===== src/inc/pwmcps_pkg.sv =====
// package: register map, field layout and constants of the pwm clock prescale and chop block
package pwmcps_pkg;
	// register byte addresses on the apb bus
	localparam logic [11:0] PWMCPS_ADDR_PRESCALE = 12'h000;
	localparam logic [11:0] PWMCPS_ADDR_CHOP     = 12'h004;
	localparam logic [11:0] PWMCPS_ADDR_DUTY     = 12'h008;
	localparam logic [11:0] PWMCPS_ADDR_CONTROL  = 12'h00c;
	localparam logic [11:0] PWMCPS_ADDR_STATUS   = 12'h010;
	// field layout
	localparam int PWMCPS_SEL_W      = 3;
	localparam int PWMCPS_CHOP_EN_B  = 15;
	localparam int PWMCPS_CHOP_DIV_W = 10;
	localparam int PWMCPS_DUTY_W     = 16;
	localparam int PWMCPS_CTRL_TB_B  = 0;
	// reset values
	localparam logic [2:0]  PWMCPS_SEL_RST      = 3'h0;
	localparam logic [15:0] PWMCPS_CHOP_RST     = 16'h0000;
	localparam logic [15:0] PWMCPS_DUTY_RST     = 16'h0000;
	// reserved select code
	localparam logic [2:0]  PWMCPS_SEL_RESERVED = 3'h7;
	// prescale counter width: divide-by-64 needs six bits
	localparam int PWMCPS_PRE_W = 6;
	typedef enum logic [1:0] {
		PWMCPS_CHOP_IDLE,
		PWMCPS_CHOP_RUN
	} pwmcps_chop_state_t;
endpackage : pwmcps_pkg


===== src/core/pwmcps_prescaler.sv =====
// prescaler: one-cycle enable pulse at pclk divided by 2^select, or by 64 for reserved code 111
`timescale 1ns/100ps
`default_nettype none
module pwmcps_prescaler (
	// clock and reset
	input  wire logic                             pclk,
	input  wire logic                             presetn,
	// control
	input  wire logic [pwmcps_pkg::PWMCPS_SEL_W-1:0] sel,
	// output enable pulse
	output logic                                  tick
);
	import pwmcps_pkg::*;

	logic [PWMCPS_PRE_W-1:0] cnt_q;
	logic [PWMCPS_PRE_W-1:0] cnt_d;
	logic [PWMCPS_PRE_W-1:0] term;

	always_comb begin
		// code 111 has no ratio; treated as divide-by-64 so the counter stays bounded
		if (sel == PWMCPS_SEL_RESERVED) begin
			term = '1;
		end else begin
			term = PWMCPS_PRE_W'((7'h01 << sel) - 7'h01);
		end
		tick  = (cnt_q >= term);
		cnt_d = tick ? '0 : cnt_q + 1'b1;
	end

	always_ff @(posedge pclk or negedge presetn) begin
		if (!presetn) begin
			cnt_q <= '0;
		end else begin
			cnt_q <= cnt_d;
		end
	end
endmodule : pwmcps_prescaler
`default_nettype wire


===== src/core/pwmcps_top.sv =====
// top: apb registers, prescaler, chop clock generator and master duty value
//
// The address map and the APB interface to the registers are this design's own decisions.
`timescale 1ns/100ps
`default_nettype none
module pwmcps_top (
	// clock and reset
	input  wire logic                                  pclk,
	input  wire logic                                  presetn,
	// apb slave
	input  wire logic                                  psel,
	input  wire logic                                  penable,
	input  wire logic                                  pwrite,
	input  wire logic [11:0]                           paddr,
	input  wire logic [31:0]                           pwdata,
	input  wire logic [3:0]                            pstrb,
	output logic                                       pready,
	output logic [31:0]                                prdata,
	output logic                                       pslverr,
	// to pwm channels
	output logic                                       pwm_timebase_enable,
	output logic                                       prescaled_tick,
	output logic                                       chop_clock,
	output logic                                       chop_tick,
	output logic [pwmcps_pkg::PWMCPS_DUTY_W-1:0]       master_duty_value
);
	import pwmcps_pkg::*;

	// registers
	logic [PWMCPS_SEL_W-1:0]      sel_q, sel_d;
	logic                         chop_en_q, chop_en_d;
	logic [PWMCPS_CHOP_DIV_W-1:0] chop_div_q, chop_div_d;
	logic [PWMCPS_DUTY_W-1:0]     duty_q, duty_d;
	logic                         tb_q, tb_d;
	logic [31:0]                  rdata_q, rdata_d;
	logic                         ready_q, ready_d;
	logic                         err_q, err_d;
	// chop generator state
	pwmcps_chop_state_t           st_q, st_d;
	logic [PWMCPS_CHOP_DIV_W-1:0] ccnt_q, ccnt_d;
	logic                         cout_q, cout_d;
	logic                         ctick_q, ctick_d;
	logic                         pre_tick_q;
	logic                         pre_tick;
	logic                         setup;
	logic                         acc_done;
	logic                         wr_lo;
	logic                         wr_hi;
	logic                         mapped;
	logic [15:0]                  wval;

	pwmcps_prescaler u_pre (
		.pclk    (pclk),
		.presetn (presetn),
		.sel     (sel_q),
		.tick    (pre_tick)
	);

	// answer one cycle after setup: pready rises with penable, no wait states
	assign setup    = psel && !penable;
	// writes land only at the edge that completes the transfer, never at setup
	assign acc_done = psel && penable && ready_q;
	assign wr_lo    = acc_done && pwrite && pstrb[0];
	assign wr_hi    = acc_done && pwrite && pstrb[1];

	always_comb begin
		mapped = (paddr == PWMCPS_ADDR_PRESCALE) || (paddr == PWMCPS_ADDR_CHOP) ||
			(paddr == PWMCPS_ADDR_DUTY) || (paddr == PWMCPS_ADDR_CONTROL) ||
			(paddr == PWMCPS_ADDR_STATUS);
		wval       = pwdata[15:0];
		sel_d      = sel_q;
		chop_en_d  = chop_en_q;
		chop_div_d = chop_div_q;
		duty_d     = duty_q;
		tb_d       = tb_q;
		rdata_d    = rdata_q;
		ready_d    = setup;
		err_d      = setup && !mapped;
		// writes at the access edge; read data registered at setup so it stands in the access cycle
		if (wr_lo && paddr == PWMCPS_ADDR_PRESCALE) begin
			sel_d = wval[PWMCPS_SEL_W-1:0];
		end
		if (paddr == PWMCPS_ADDR_CHOP) begin
			if (wr_lo) begin
				chop_div_d[7:0] = wval[7:0];
			end
			if (wr_hi) begin
				chop_div_d[PWMCPS_CHOP_DIV_W-1:8] = wval[PWMCPS_CHOP_DIV_W-1:8];
				chop_en_d = wval[PWMCPS_CHOP_EN_B];
			end
		end
		if (paddr == PWMCPS_ADDR_DUTY) begin
			if (wr_lo) begin
				duty_d[7:0] = wval[7:0];
			end
			if (wr_hi) begin
				duty_d[15:8] = wval[15:8];
			end
		end
		if (wr_lo && paddr == PWMCPS_ADDR_CONTROL) begin
			tb_d = wval[PWMCPS_CTRL_TB_B];
		end
		if (setup && !pwrite) begin
			rdata_d = '0;
			case (paddr)
				PWMCPS_ADDR_PRESCALE: rdata_d[PWMCPS_SEL_W-1:0] = sel_q;
				PWMCPS_ADDR_CHOP: begin
					rdata_d[PWMCPS_CHOP_EN_B]           = chop_en_q;
					rdata_d[PWMCPS_CHOP_DIV_W-1:0]      = chop_div_q;
				end
				PWMCPS_ADDR_DUTY:     rdata_d[PWMCPS_DUTY_W-1:0] = duty_q;
				PWMCPS_ADDR_CONTROL:  rdata_d[PWMCPS_CTRL_TB_B]  = tb_q;
				PWMCPS_ADDR_STATUS: begin
					rdata_d[0] = cout_q;
					rdata_d[1] = (st_q == PWMCPS_CHOP_RUN);
					rdata_d[PWMCPS_CHOP_DIV_W+1:2] = ccnt_q;
				end
				default: rdata_d = '0;
			endcase
		end
	end

	// chop generator: counts prescaled ticks 0..divider, toggles output at each wrap
	always_comb begin
		st_d    = st_q;
		ccnt_d  = ccnt_q;
		cout_d  = cout_q;
		ctick_d = 1'b0;
		case (st_q)
			PWMCPS_CHOP_IDLE: begin
				ccnt_d = '0;
				cout_d = 1'b0;
				if (chop_en_q) begin
					st_d = PWMCPS_CHOP_RUN;
				end
			end
			PWMCPS_CHOP_RUN: begin
				if (!chop_en_q) begin
					st_d = PWMCPS_CHOP_IDLE;
				end else if (pre_tick) begin
					// a divider lowered below the count wraps at once, no long rollover
					if (ccnt_q >= chop_div_q) begin
						ccnt_d  = '0;
						ctick_d = 1'b1;
						cout_d  = !cout_q;
					end else begin
						ccnt_d = ccnt_q + 1'b1;
					end
				end
			end
			default: st_d = PWMCPS_CHOP_IDLE;
		endcase
	end

	always_ff @(posedge pclk or negedge presetn) begin
		if (!presetn) begin
			sel_q      <= PWMCPS_SEL_RST;
			chop_en_q  <= PWMCPS_CHOP_RST[PWMCPS_CHOP_EN_B];
			chop_div_q <= PWMCPS_CHOP_RST[PWMCPS_CHOP_DIV_W-1:0];
			duty_q     <= PWMCPS_DUTY_RST;
			tb_q       <= 1'b0;
			rdata_q    <= '0;
			ready_q    <= 1'b0;
			err_q      <= 1'b0;
			st_q       <= PWMCPS_CHOP_IDLE;
			ccnt_q     <= '0;
			cout_q     <= 1'b0;
			ctick_q    <= 1'b0;
			pre_tick_q <= 1'b0;
		end else begin
			sel_q      <= sel_d;
			chop_en_q  <= chop_en_d;
			chop_div_q <= chop_div_d;
			duty_q     <= duty_d;
			tb_q       <= tb_d;
			rdata_q    <= rdata_d;
			ready_q    <= ready_d;
			err_q      <= err_d;
			st_q       <= st_d;
			ccnt_q     <= ccnt_d;
			cout_q     <= cout_d;
			ctick_q    <= ctick_d;
			pre_tick_q <= pre_tick;
		end
	end

	assign pready              = ready_q;
	assign prdata              = rdata_q;
	assign pslverr             = err_q;
	assign pwm_timebase_enable = tb_q;
	assign prescaled_tick      = pre_tick_q;
	assign chop_clock          = cout_q;
	assign chop_tick           = ctick_q;
	assign master_duty_value   = duty_q;
endmodule : pwmcps_top
`default_nettype wire


===== config.mk =====
export PLATFORM = sky130hd
export DESIGN_NAME = pwmcps_top
export DESIGN_NICKNAME = d
export VERILOG_FILES = /design/src/inc/pwmcps_pkg.sv /design/src/core/pwmcps_prescaler.sv /design/src/core/pwmcps_top.sv
export SDC_FILE = /design/constraint.sdc
export NUM_CORES = 1
export LEC_CHECK = 0
export ABC_AREA = 1
export ABC_CLOCK_PERIOD_IN_PS = 2100
export BUFFER_PORTS_ARGS = -buffer_cell sky130_fd_sc_hd__buf_2
export CORE_MARGIN = 2
export CORE_UTILIZATION = 48
export DETAILED_ROUTE_END_ITERATION = 8
export PLACE_DENSITY_LB_ADDON = 0.08
export SKIP_LAST_GASP = 1
export SLEW_MARGIN = 20
export SYNTH_ARGS = -nofsm -noshare
export SYNTH_HDL_FRONTEND = slang
export SYNTH_SLANG_ARGS = --single-unit
export TNS_END_PERCENT = 20

===== constraint.sdc =====
create_clock -name pclk -period 2.1 [get_ports pclk]
set_input_delay 0.42 -clock pclk [delete_from_list [all_inputs] [get_ports pclk]]
set_output_delay 0.42 -clock pclk [all_outputs]
set_load 0.01 [all_outputs]

## Yosys cells after proc, flatten, opt, wreduce, memory -nomap -nowiden

Cells that the tools add are included.
W data, S select, Z words.

- Bits in registers: 70

- Add/subtract/negate cells: 3
- Magnitude comparators: 2
- Eq/ne operators: 11
- Shifts and indexed selects: 1
- Multiplexer cells: 23
- Reduce and logical (&&, ||, !) cells: 28

Operators with widths:

| operator | number |
|---|---|
| $mux W10 | 3 |
| $eq A12 B4 Y1 const B | 2 |
| $pmux W7 S3 | 1 |
| $pmux W10 S2 | 1 |
| $eq A12 B3 Y1 const B | 1 |
| $eq A12 B5 Y1 const B | 1 |
| $logic_not A12 Y1 | 1 |
| $mux W6 | 2 |
| $add A10 B1 Y10 const B | 1 |
| $ge A10 B10 Y1 | 1 |
| $logic_and A1 B1 Y1 | 10 |
| $reduce_and A2 Y1 | 5 |
| $ne A2 B2 Y1 const B | 4 |
| $pmux W2 S2 | 2 |
| $pmux W2 S4 | 1 |
| $mux W1 | 7 |
| $add A6 B1 Y6 const B | 1 |
| $ge A6 B6 Y1 | 1 |
| $shl A1 B3 Y6 const A | 1 |
| $sub A6 B1 Y6 const B | 1 |
| $pmux W1 S5 | 1 |
| $logic_not A1 Y1 | 4 |
| $logic_or A1 B1 Y1 | 4 |
| $mux W2 | 2 |
| other kinds (9) | 10 |

## Logic depth before layout (Yosys ltp)

- Word-level depth: 7
- Mapped depth: 16

## Modules after synthesis

Synthesis repeated with hierarchy kept, for this count alone.

- Cell total of the unflattened synthesis: 518
- Area, all modules: 4076.4 µm²

By module, submodules not included:

| module | instances | cells each | area an instance (µm²) | seq. area each (µm²) |
|---|---|---|---|---|
| pwmcps_top | 1 | 446 | 3569.7 | 1576.5 |
| pwmcps_prescaler | 1 | 72 | 506.7 | 150.1 |

## Worst setup path before layout

Ideal clock, no wire load.

- Path type: reg-to-reg
- From: reg sel_q[1]
- To: reg ccnt_q[2]
- Library setup time: 0.118 ns
- Arrival: 2.050 ns
- Path slack: -0.068 ns
- Cell stages (with the launch flop): 17
- Path buffers: 1
- Clock period less this slack: 2.168 ns
- Path through: dfrtp_1 -> nor2_1 -> nand2_1 -> ha_1 -> inv_1 -> a21oi_1 -> a21oi_1 -> ha_1 -> nand2_1 -> inv_1 -> a21oi_1 -> nand3_1 -> nand2_1 -> inv_1 -> buf_2 -> nand3_1 -> nand2_1

- Cells in the longest elaborated chain, start to end: 6

RTL lines:

| item | RTL line | source |
|---|---|---|
| from (decl) | pwmcps_top.sv:30 | `logic [PWMCPS_SEL_W-1:0] sel_q, sel_d;` |
| from (signal assigned) | pwmcps_top.sv:171 | `sel_q <= sel_d;` |
| $shl A1 B3 Y6 | pwmcps_prescaler.sv:24 | `term = PWMCPS_PRE_W'((7'h01 << sel) - 7'h01);` |
| $sub A6 B1 Y6 | pwmcps_prescaler.sv:24 |  |
| $mux W6 * | pwmcps_prescaler.sv:21 | `if (sel == PWMCPS_SEL_RESERVED) begin` |
| $ge A6 B6 Y1 * | pwmcps_prescaler.sv:26 | `tick = (cnt_q >= term);` |
| $ne A2 B2 Y1 (no line) * | -- |  |
| $reduce_and A3 Y1 (no line) * | -- |  |
| to (signal assigned) | pwmcps_top.sv:180 | `ccnt_q <= ccnt_d;` |
| to (decl) | pwmcps_top.sv:40 | `logic [PWMCPS_CHOP_DIV_W-1:0] ccnt_q, ccnt_d;` |

Mark *: on every way between the ends. The rest lies on a longest branch, timed or not.
A chain may end at the register's enable or synchronous reset.

## Final worst setup path

- From: reg sel_q[1]
- To: reg ccnt_q[6]

The elaborated chain is that of the path after synthesis.

==> impl_metrics.csv <==
group,metric,value,unit
placed_design,hpwl,7080,µm
cells_and_area,num_antenna_cells,0,
cts,worstSkewPairLatency,340,ps
routing,vias_per_cell,4.82,
worst_hold_path,holdCritPathClass,"in2async",
routing,routed_wl,9620,µm
sta,fmax,0.445,GHz
critical_path,regToRegEndpoint,"ccnt_q[6]",
power_and_ir_drop,p_leak,2.66,nW
critical_path,criticalPathCategory,"reg2reg",
power_and_ir_drop,vdd_drop_max,316,µV
floorplan,num_io_pins,107,
cts,cts_buffer_depth,2,
synth,netlist_area,4170,µm²
synth,ys_ff_latch,69,
sta,rsz0062_at_grt,"yes",
critical_path,cp.required,2340,ps
floorplan,core,8590,µm²
grt,overflow,0,
floorplan,die_x,97.3,µm
placed_design,placed_cell_area,4670,µm²
synth,ys_top_cells_by_area,"dfrtp_1, nand2_1, ha_1",
critical_path,rr_worst_depth,15,
floorplan,rows,34,
floorplan,die-area,9460,µm²
routing,dr.pass1.iters,4,
routing,vias,3518,
cts,clk_pin_slew_worst_paths,70,ps
placed_design,port_buffers,72,
synth,yosysTopAreaCellShare,0.414,
floorplan,start_util,0.486,
cts,post-cts-setup-buffers,0,
synth,netlist_instances,528,
synth,ys_warn_count,0,
sta,worst_slack,-145,ps
synth,yosysSeqAreaShare,0.414,
critical_path,path_max_fanout,6,
grt,grt_pass1_vias,3609,
sta,setup_viol,11,
floorplan,fp.dieH,97.3,µm
routing,wl_per_cell,13.2,µm
status,violations,"setup timing",
cells_and_area,final_layout_size_suffix_gt1_frac,0.281,
synth,avgSynthCellArea,7.91,µm²
sta,hold_slack,73.9,ps
placed_design,dp.cells,713,
critical_path,critPathCaptureType,"register",
critical_path,r2r_start,"sel_q[1]",
synth,synth_flop_cell,"dfrtp_1",
grt,track_usage,0.219,
cts,cts_buffers,9,
status,status,"finished with violations",
cells_and_area,instances_no_fill,730,
routing,drc_errors,0,
critical_path,cp_data_arrival_time,2480,ps
synth,yosys.area.top_type,"dfrtp_1",
cells_and_area,fill_cells,865,
grt,grt_max_degree,70,
sta,worst_clock_skew,5.63,ps
cts,cts_hold_buf,0,
critical_path,rrSetupSlack,-140,ps
power_and_ir_drop,power_per_cell_area,568,nW/µm²
sta,min_period,2240,ps
cells_and_area,fin_nets,690,
synth,synth.distinct_cells,38,
placed_design,gp_congestion,0.855,
run,cap_violations,0,
synth,synth_edf_count,0,
grt,grt_pass1_wl,16800,µm
sta,min_period_over_period,1.07,
cts,cts_tree,"yes",
power_and_ir_drop,finalPower,2.79,mW
routing,antenna_left,0,
routing,drt-initial-drc-count,211,
cts,cts_root_buffer,"clkbuf_8",
sta,finalHoldViolCount,0,
grt,antenna_found_initial,0,
cts,cts.sinks,69,
sta,maxSlewViolCount,0,
cells_and_area,postLayoutCellArea,4910,µm²
synth,async_flop_share,1.00,
cells_and_area,syn2layout_area_growth,17.6,%
cts,htreeDepth,3,
critical_path,start_kind,"register",
==> worst max-delay path, stage by stage, from the launching register on <==
cell and delay [ps]:
dfrtp_1 410, nor2_1 60, nand2_1 70, ha_2 210, inv_2 50, a21oi_2 120, a21oi_2 70, ha_1 300
nand2_2 80, inv_2 30, a21oi_2 120, nand3_1 90, nand2_2 140, clkinvlp_4 220, nand3_2 120, nand2_1 50
==> synthesized netlist by cell type (2+ instances only) <==
master	count
inv_2	4
dfrtp_1	69
inv_1	64
buf_2	5
nor2_2	4
a21oi_2	3
nand2_2	5
a21oi_1	7
nand3_1	50
nor2_4	5
ha_1	20
nand4_1	3
o21ai_0	14
and3_1	2
nand2_4	2
xor2_1	4
buf_6	4
nor3_1	3
nand3_2	4
o21ai_2	21
nor2_1	41
xnor2_1	5
buf_4	17
nand2_1	157
nor3b_1	2
==> where the power goes <==
group          internal, mW  switching (mW)
registers              1.35          0.0205
logic                 0.126           0.304
clock network         0.488           0.498
==> cell usage in the layout (no fill, tap or decap), types with 10 or more instances in the layout <==
cell	n
nor2_1	40
clkbuf_8	11
o21ai_2	22
inv_1	61
ha_1	19
dfrtp_1	69
buf_2	72
o21ai_0	13
nand3_2	10
nand2_1	155
conb_1	16
nand3_1	44
buf_4	16
==> state kept, by name, indices dropped and copies added, names as in the netlist <==
| signal | count |
|---|---|
| prdata | 16 |
| pwm_timebase_enable | 1 |
| u_pre.cnt_q | 6 |
| pslverr | 1 |
| st_q | 1 |
| prescaled_tick | 1 |
| chop_clock | 1 |
| chop_tick | 1 |
| ccnt_q | 10 |
| sel_q | 3 |
| chop_div_q | 10 |
| pready | 1 |
| chop_en_q | 1 |
| master_duty_value | 16 |
==> cell type report <==
type,count,area [µm²],area share
clock buffers,12,155,0.0316
clock inverters,4,22.5,0.00459
inverters,69,265,0.0540
multi-input cells,378,2100,0.427
flip-flops and latches,69,1730,0.352
well taps,108,135,0.0275
repair buffers,89,500,0.102
repair inverters,1,7.51,0.00153
==> through the flow <==
step	TNS [ps]	util	setup slack, ps
finish	-1210	0.571	-145
global placement	-1420	0.544	-130
floorplan	0	-	3.19
detailed placement	-2170	0.544	-209
CTS	-1550	0.571	-171
global route	-4460	0.571	-372
==> worst max-delay path by stage <==
stage                   from          to  slack, ps  cells after the start
finish              sel_q[1]   ccnt_q[6]       -140                     15
global route        sel_q[1]   ccnt_q[6]       -370                     15
CTS                 sel_q[1]   ccnt_q[9]       -170                     15
detailed placement  sel_q[1]  chop_clock       -210                     15
global placement    sel_q[1]  chop_clock       -130                     15
floorplan           sel_q[1]   ccnt_q[2]          3                     16
==> routing by layer <==
metal | global-route usage | routed length [µm] | vias to the layer above
li1 | - | - | 1814
met4 | 0.0769 | 170 | 0
met5 | 0 | 0 | -
met2 | 0.357 | 4480 | 80
met3 | 0.0396 | 433 | 15
met1 | 0.295 | 4540 | 1609
==> cell families (layout without fill, tap and decap cells) <==
family,after synthesis,count (layout),synth area share
xor gates and xnor gates,9,9,0.0189
adders and majority gates,20,20,0.0600
AOI/OAI and AO/OA,50,50,0.0836
DFF,69,69,0.414
buffers and inverters,96,175,0.111
and+or+nand+nor,283,283,0.312
other,1,16,0.000898
==> timing repair <==
| item | CTS | global route |
|---|---|---|
| gates cloned | 1 | 0 |
| pin swaps | 17 | 4 |
| gates resized for setup | 15 | 2 |
| setup endpoints to repair | 15 | 19 |
No activity file was read; power rests on OpenSTA's default activity.
